===== config.mk =====
export PLATFORM = sky130hd
export DESIGN_NAME = crt_video_timing_generator
export DESIGN_NICKNAME = d
export VERILOG_FILES = /design/src/inc/crt_timing_pkg.sv /design/src/hw/crt_video_timing_generator.sv /design/src/hw/sync_axis.sv
export SDC_FILE = /design/constraint.sdc
export NUM_CORES = 1
export LEC_CHECK = 0
export BUFFER_PORTS_ARGS = -buffer_cell sky130_fd_sc_hd__buf_2
export CAP_MARGIN = 20
export CORE_UTILIZATION = 56
export DETAILED_ROUTE_END_ITERATION = 8
export PLACE_DENSITY = 0.86
export SETUP_SLACK_MARGIN = 0.4
export SYNTH_ARGS = -nofsm -noshare
export SYNTH_HDL_FRONTEND = slang
export SYNTH_SLANG_ARGS = --single-unit

===== constraint.sdc =====
create_clock -name clk -period 3.4 [get_ports clk]
set_clock_uncertainty 0.1 [all_clocks]
set_input_delay 0 -clock clk [delete_from_list [all_inputs] [get_ports clk]]
set_output_delay 0 -clock clk [all_outputs]
set_load 0.05 [all_outputs]

===== src/inc/crt_timing_pkg.sv =====
// Purpose: shared constants for the raster timing generator
// Assumes: settings are counts minus one, all distinct, ascending
// Notes: defaults give a 108 clock by 512 line raster
package crt_timing_pkg;
	localparam int unsigned h_width = 12;
	localparam int unsigned v_width = 11;
	// default horizontal settings in video clocks, minus one
	localparam logic [11:0] h_end_sync_rst = 12'h008;
	localparam logic [11:0] h_end_blank_rst = 12'h014;
	localparam logic [11:0] h_start_blank_rst = 12'h064;
	localparam logic [11:0] h_total_rst = 12'h06b;
	// default vertical settings in lines, minus one
	localparam logic [10:0] v_end_sync_rst = 11'h006;
	localparam logic [10:0] v_end_blank_rst = 11'h01d;
	localparam logic [10:0] v_start_blank_rst = 11'h1fd;
	localparam logic [10:0] v_total_rst = 11'h1ff;
	// pixels per video clock in the usual setup
	localparam int unsigned pixels_per_clock = 8;
	typedef enum logic [1:0] {ph_sync, ph_back, ph_active, ph_front} phase_t;
endpackage


===== src/hw/crt_video_timing_generator.sv =====
// Purpose: raster video timing, sync, blanking and line reload request
// Assumes: clk is the divided video clock; settings held stable and legal
// Notes: outputs are active-high levels, reload is one pulse per line
`timescale 1ns/1ps
module crt_video_timing_generator
	import crt_timing_pkg::*;
#(
	parameter int unsigned hw = h_width,
	parameter int unsigned vw = v_width
) (
	// clock and reset
	input wire logic clk,
	input wire logic sys_rst,
	// horizontal settings, video clocks minus one
	input wire logic [hw-1:0] h_end_sync,
	input wire logic [hw-1:0] h_end_blank,
	input wire logic [hw-1:0] h_start_blank,
	input wire logic [hw-1:0] h_total,
	// vertical settings, lines minus one
	input wire logic [vw-1:0] v_end_sync,
	input wire logic [vw-1:0] v_end_blank,
	input wire logic [vw-1:0] v_start_blank,
	input wire logic [vw-1:0] v_total,
	// mode
	input wire logic interlace_en,
	// monitor side
	output logic hsync,
	output logic vsync,
	output logic blank,
	// memory side
	output logic reload_req,
	output logic [vw:0] reload_line_q,
	output logic odd_field_q,
	output logic frame_done
);
	// counters and compare state from the two axes
	logic [hw-1:0] h_count;
	logic [vw-1:0] v_count;
	logic h_sync_q;
	logic h_blank_q;
	logic h_wrap;
	phase_t h_phase;
	logic v_sync_q;
	logic v_blank_q;
	logic v_wrap;
	phase_t v_phase;
	// raw compares of the counters
	logic h_at_end_blank;
	logic h_at_start_blank;
	logic v_at_end_blank;
	logic v_at_start_blank;
	// compares gated by where each axis stands
	logic h_blank_end;
	logic h_blank_start;
	logic v_blank_end;
	logic v_blank_start;
	logic last_blank_line;
	logic even_field_end;
	// field state
	logic odd_field_d;
	// line reload state
	logic [vw:0] line_step;
	logic [vw:0] field_first_line;
	logic [vw:0] reload_line_d;
	logic reload_d;
	logic reload_q;
	// blanking output state
	logic h_blank_nx;
	logic v_blank_nx;
	logic blank_d;
	logic blank_q;

	sync_axis #(.width(hw)) h_axis (
		.clk(clk),
		.sys_rst(sys_rst),
		.step(1'b1),
		.end_sync(h_end_sync),
		.end_blank(h_end_blank),
		.start_blank(h_start_blank),
		.total(h_total),
		.count_q(h_count),
		.sync_q(h_sync_q),
		.blank_q(h_blank_q),
		.wrap(h_wrap),
		.phase_q(h_phase)
	);

	sync_axis #(.width(vw)) v_axis (
		.clk(clk),
		.sys_rst(sys_rst),
		.step(h_wrap),
		.end_sync(v_end_sync),
		.end_blank(v_end_blank),
		.start_blank(v_start_blank),
		.total(v_total),
		.count_q(v_count),
		.sync_q(v_sync_q),
		.blank_q(v_blank_q),
		.wrap(v_wrap),
		.phase_q(v_phase)
	);

	// monitor and memory outputs
	assign hsync = h_sync_q;
	assign vsync = v_sync_q;
	assign blank = blank_q;
	assign reload_req = reload_q;
	// a frame ends with the even field when interlaced
	assign frame_done = v_wrap && even_field_end;

	// raw compares, the same ones the axes act on
	assign h_at_end_blank = h_count == h_end_blank;
	assign h_at_start_blank = h_count == h_start_blank;
	assign v_at_end_blank = v_count == v_end_blank;
	assign v_at_start_blank = v_count == v_start_blank;

	// a compare counts only in its own phase
	assign h_blank_end = (h_phase == ph_back) && h_at_end_blank;
	assign h_blank_start = (h_phase == ph_active) && h_at_start_blank;
	assign v_blank_end = h_wrap && (v_phase == ph_back) && v_at_end_blank;
	assign v_blank_start = h_wrap && (v_phase == ph_active) && v_at_start_blank;
	assign last_blank_line = (v_phase == ph_back) && v_at_end_blank;
	assign even_field_end = !interlace_en || !odd_field_q;

	// each vertical scan is one field
	always_comb begin
		odd_field_d = odd_field_q;
		if (v_wrap) begin
			if (interlace_en) begin
				odd_field_d = !odd_field_q;
			end else begin
				odd_field_d = 1'b1;
			end
		end
	end

	// field bit starts odd so the first interlaced field shows odd lines
	always_ff @(posedge clk) begin
		if (sys_rst) begin
			odd_field_q <= 1'b1;
		end else begin
			odd_field_q <= odd_field_d;
		end
	end

	// one reload as horizontal blank starts, blanked lines too
	always_comb begin
		reload_line_d = reload_line_q;
		reload_d = 1'b0;
		// interlaced: odd lines first, then even, stepping by two; else stepping by one
		line_step = (vw+1)'(1);
		field_first_line = '0;
		if (interlace_en) begin
			line_step = (vw+1)'(2);
			field_first_line = {{vw{1'b0}}, odd_field_q};
		end
		if (h_blank_start) begin
			reload_d = 1'b1;
			// last blanked line loads the first shown line
			if (last_blank_line) begin
				reload_line_d = field_first_line;
			end else begin
				reload_line_d = reload_line_q + line_step;
			end
		end
	end

	always_ff @(posedge clk) begin
		if (sys_rst) begin
			reload_line_q <= '0;
			reload_q <= 1'b0;
		end else begin
			reload_line_q <= reload_line_d;
			reload_q <= reload_d;
		end
	end

	// blank from one flop, so no glitch where the two axes meet
	always_comb begin
		h_blank_nx = h_blank_q;
		v_blank_nx = v_blank_q;
		if (h_blank_end) begin
			h_blank_nx = 1'b0;
		end
		if (h_blank_start) begin
			h_blank_nx = 1'b1;
		end
		if (v_blank_end) begin
			v_blank_nx = 1'b0;
		end
		if (v_blank_start) begin
			v_blank_nx = 1'b1;
		end
		blank_d = h_blank_nx | v_blank_nx;
	end

	// both axes leave reset blanked
	always_ff @(posedge clk) begin
		if (sys_rst) begin
			blank_q <= 1'b1;
		end else begin
			blank_q <= blank_d;
		end
	end
endmodule


===== src/hw/sync_axis.sv =====
// Purpose: one axis of the raster, counter plus compare sequence
// Assumes: end_sync < end_blank < start_blank < total
// Notes: used once for lines (clocks) and once for frames (lines)
`timescale 1ns/1ps
module sync_axis
	import crt_timing_pkg::*;
#(
	parameter int unsigned width = 12
) (
	// clock and reset
	input wire logic clk,
	input wire logic sys_rst,
	// count enable, tied high for the clock axis, from the faster axis otherwise
	input wire logic step,
	// settings
	input wire logic [width-1:0] end_sync,
	input wire logic [width-1:0] end_blank,
	input wire logic [width-1:0] start_blank,
	input wire logic [width-1:0] total,
	// state
	output logic [width-1:0] count_q,
	output logic sync_q,
	output logic blank_q,
	output logic wrap,
	output phase_t phase_q
);
	logic [width-1:0] count_d;
	logic sync_d;
	logic blank_d;
	phase_t phase_d;

	assign wrap = step && (count_q == total);

	always_comb begin
		count_d = count_q;
		sync_d = sync_q;
		blank_d = blank_q;
		phase_d = phase_q;
		if (step) begin
			count_d = count_q + {{(width-1){1'b0}}, 1'b1};
			unique case (phase_q)
				ph_sync: begin
					if (count_q == end_sync) begin
						sync_d = 1'b0;
						phase_d = ph_back;
					end
				end
				ph_back: begin
					if (count_q == end_blank) begin
						blank_d = 1'b0;
						phase_d = ph_active;
					end
				end
				ph_active: begin
					if (count_q == start_blank) begin
						blank_d = 1'b1;
						phase_d = ph_front;
					end
				end
				ph_front: begin
					if (count_q == total) begin
						sync_d = 1'b1;
						count_d = '0;
						phase_d = ph_sync;
					end
				end
			endcase
		end
	end

	always_ff @(posedge clk) begin
		if (sys_rst) begin
			count_q <= '0;
			sync_q <= 1'b1;
			blank_q <= 1'b1;
			phase_q <= ph_sync;
		end else begin
			count_q <= count_d;
			sync_q <= sync_d;
			blank_q <= blank_d;
			phase_q <= phase_d;
		end
	end
endmodule


==> impl_results.md <==
* Root buffer cell: clkbuf_8
* WL final at 8110 um
* Avg Cell Area, Syn at 8.86 um^2
* Post-synth top cells: xor2_1, xnor2_1, dfxtp_1
* DIE AREA at 0.00665 mm^2
* Hold Startpoint: h_start_blank[10]
* CORE AREA at 0.00603 mm^2
* Least-Margin Pin Slew at 580 ps
* F_max at 0.412 GHz
* Top post-synthesis cells by area: dfxtp_1, xor2_1, xnor2_1, ha_1, nor2_1
* Nets at 602
* RR Startpoint: h_axis.count_q[0]
* DP HPWL at 6530 um
* # Post-CTS Setup Buffers at 0
* Number of distinct library cells after synthesis at 45
* Max_slew headroom at 61.0%
* WL met3 at 503 um
* Final hold vios at 0
* WL met1 at 3400 um
* Clock Latency Late Sink at 300 ps
* Top Metal Used: met4
* Starting density of the core at 58.8%
* Reg power frac at 48.7%
* Buf+Inv Stages, Crit Path at 2
* Max VDD drop at 0.000183 V
* Post-CTS resize count at 0
* Cell taking the most area after synthesis: dfxtp_1
* CTS Sinks at 46
* Wire per inst at 14.3 um
* Starting DRC count in detailed routing at 144
* DIE WIDTH at 81.5 um
* Slowest cell on crit path: dfxtp_1
* Tcrit/Tclk final at 71.3%
* Worst Hold Endpoint: reload_line_q[0]
* DRC Markers at 0
* Average vias per placed instance at 5.38
* CTS tree: done
* Sequential element share of the synthesized area at 26.0%
* Worst Hold Depth at 6
* Slew Viols, Final at 0
* Fin crit period at 2430 ps
* TritonCTS buffer count at 5
* Area Growth Syn to Fin at 16.5%
* Setup CP Type: reg -> out
* Int Power at 0.841 mW
* Critical path's largest stage delay at 650 ps
* Share of flip-flops with an asynchronous set or reset at 0%
* Clk pwr share at 31.1%
* Worst min path class: in -> reg
* Critical Path Start Type: register
* Met2 WL at 4030 um
* Status: complete, no violations
* Leakage at 1.81 nW
* Synthesized area at 0.00354 mm^2
* Combinational share of power at 20.2%
* Worst-path cell chain: xnor2_1 > nand4_1 > nor3_2 > buf_4 > nand2_1 > a21oi_1 > buf_2
* Crit-path leading delay family: flip-flops
* I/O Buffers at 112
* DR pass1 iterations at 4
* Initial antenna violation count at 0
* RSZ-0062 raised after global routing: no
* # setup viols final at 0
* Critical path capture point type: primary output
* Die Ht at 81.5 um
* Top-count cell post-synth: xor2_1
* Global-route usage over all layers at 25.6%
* Via count at 3062
* Setup TNS at 0 ps
* Pin count of the biggest net entering global routing at 21
* FP Rows at 28
* ANT cells at 0
* Worst Path Arrival at 2330 ps
* Psw at 0.330 mW
* CTS Buffer Depth at 2
* Worst r2r path cells at 6
* H-tree depth at 2
* Worst hold margin at 132 ps
* Post-route ant nets at 0
* Max-capacitance violation count at 0
* CP Max Fanout at 20
* Placer Congestion at 0.931
* Post-synth top area share at 26.0%
* PwrDens at 284 mW/mm^2
* Crit path required time at 3300 ps
* Net Sw Frac at 28.2%
* IO Count at 113
* Grt ovf at 0
* Synth Flop Type: dfxtp_1
* Reg-to-reg endpoint: reload_line_q[11]
* Synthesized net count at 509
* First-pass GRT wire length at 12900 um
* R2r setup slk at 980 ps
* Post-Synthesis Cells at 400
* Hold Buf Count CTS at 2
* Vias in the first global route at 2914
* Synth warn at 0
* Clock transition at the registers of the reported paths at 90 ps
* EDFF count, synth at 0
* Share of post-route cells with drive strength above 1 at 28.5%
* Flop and latch count out of synthesis at 46
state kept, by name (all words and copies together), names as in the netlist:
register / flops
h_axis.count_q: 12
reload_line_q: 12
v_axis.count_q: 11
h_axis.phase_q: 2
v_axis.phase_q: 2
blank: 1
h_axis.blank_q: 1
h_axis.sync_q: 1
odd_field_q: 1
reload_req: 1
v_axis.blank_q: 1
v_axis.sync_q: 1
cells by family after synthesis:
family,after synthesis,share of synthesized area [%]
and+or+nand+nor,142,22.6
xor gates and xnor gates,118,31.9
DFF,46,26.0
buffers and inverters,43,7.14
AOI/OAI and AO/OA,33,6.08
adders and majority gates,14,5.16
muxes,4,1.13
metal layers:
| metal | up-vias | global-route usage, % |
|---|---|---|
| met5 | - | 0 |
| met4 | 0 | 10.0 |
| met3 | 17 | 4.78 |
| met2 | 127 | 45.3 |
| met1 | 1382 | 30.4 |
| li1 | 1536 | - |
layout make-up:
cell class | count | area [um^2]
sequential | 46 | 921
fill | 498 | 1900
multi-input combinational | 311 | 2370
tap | 75 | 93.8
clock inverter | 2 | 16.3
inverter | 14 | 52.6
clock buffer | 6 | 82.6
timing repair buffer | 115 | 588
cell usage in the layout, fill, tap and decap left out, types with 2 or more instances in the layout:
| master | count |
|---|---|
| inv_1 | 14 |
| a211o_1 | 2 |
| xnor2_4 | 4 |
| xnor2_2 | 3 |
| ha_1 | 13 |
| mux2i_1 | 4 |
| nor3_1 | 8 |
| and4_1 | 4 |
| xnor2_1 | 48 |
| xor2_1 | 63 |
| nor4_4 | 2 |
| or3_1 | 5 |
| o31ai_1 | 4 |
| and2_1 | 5 |
| dlygate4sd3_1 | 2 |
| nand2_1 | 23 |
| nand3_1 | 15 |
| nand4_2 | 2 |
| nand4_1 | 21 |
| nor4_1 | 7 |
| nor4_2 | 2 |
| a21o_1 | 2 |
| a21oi_1 | 10 |
| and3_1 | 3 |
| clkbuf_8 | 6 |
| o21ai_0 | 7 |
| nor2_1 | 38 |
| dfxtp_1 | 46 |
| buf_2 | 112 |
power by group through the flow:
| stage | clock network (mW) | logic, mW | registers (mW) |
|---|---|---|---|
| final | 0.365 | 0.237 | 0.570 |
| after floorplan | 0 | 0.154 | 0.574 |
| after detailed placement | 0 | 0.235 | 0.583 |
| after global routing | 0.394 | 0.262 | 0.574 |
| after CTS | 0.372 | 0.238 | 0.570 |
| after global placement | 0 | 0.229 | 0.582 |
worst reg2reg max path, delay by kind of cell (launching register included):
kind             cells  cell delay (ps)
XOR/XNOR             1              180
AND/OR/NAND/NOR      4             1280
AO/OA/AOI/OAI        1              140
flip-flops           1              650
through the flow:
stage / std cells / cell area, um^2 / power, mW / worst slack, ps / utilization [%]
6_report: 569 / 4130 / 1.17 / 975 / 68.5
5_1_grt: 569 / 4130 / 1.23 / 810 / 68.5
4_1_cts: 569 / 4130 / 1.18 / 961 / 68.5
3_5_place_dp: 559 / 4010 / 0.817 / 984 / 66.5
3_3_place_gp: 559 / 4010 / 0.811 / 1060 / 66.5
2_1_floorplan: 400 / 3540 / 0.728 / 1000 / -
how the worst max path moves through the flow:
stage | from | to | slack [ps] | depth (start not counted)
4_1_cts | h_axis.count_q[1] | frame_done | 960 | 7
5_1_grt | h_axis.count_q[2] | reload_line_q[11] | 810 | 6
6_report | h_axis.count_q[0] | frame_done | 970 | 7
3_5_place_dp | h_axis.count_q[0] | reload_line_q[10] | 980 | 6
2_1_floorplan | h_axis.count_q[0] | odd_field_q | 1000 | 8
3_3_place_gp | h_axis.count_q[10] | reload_line_q[11] | 1060 | 6
No activity file was read; power rests on OpenSTA's default activity.
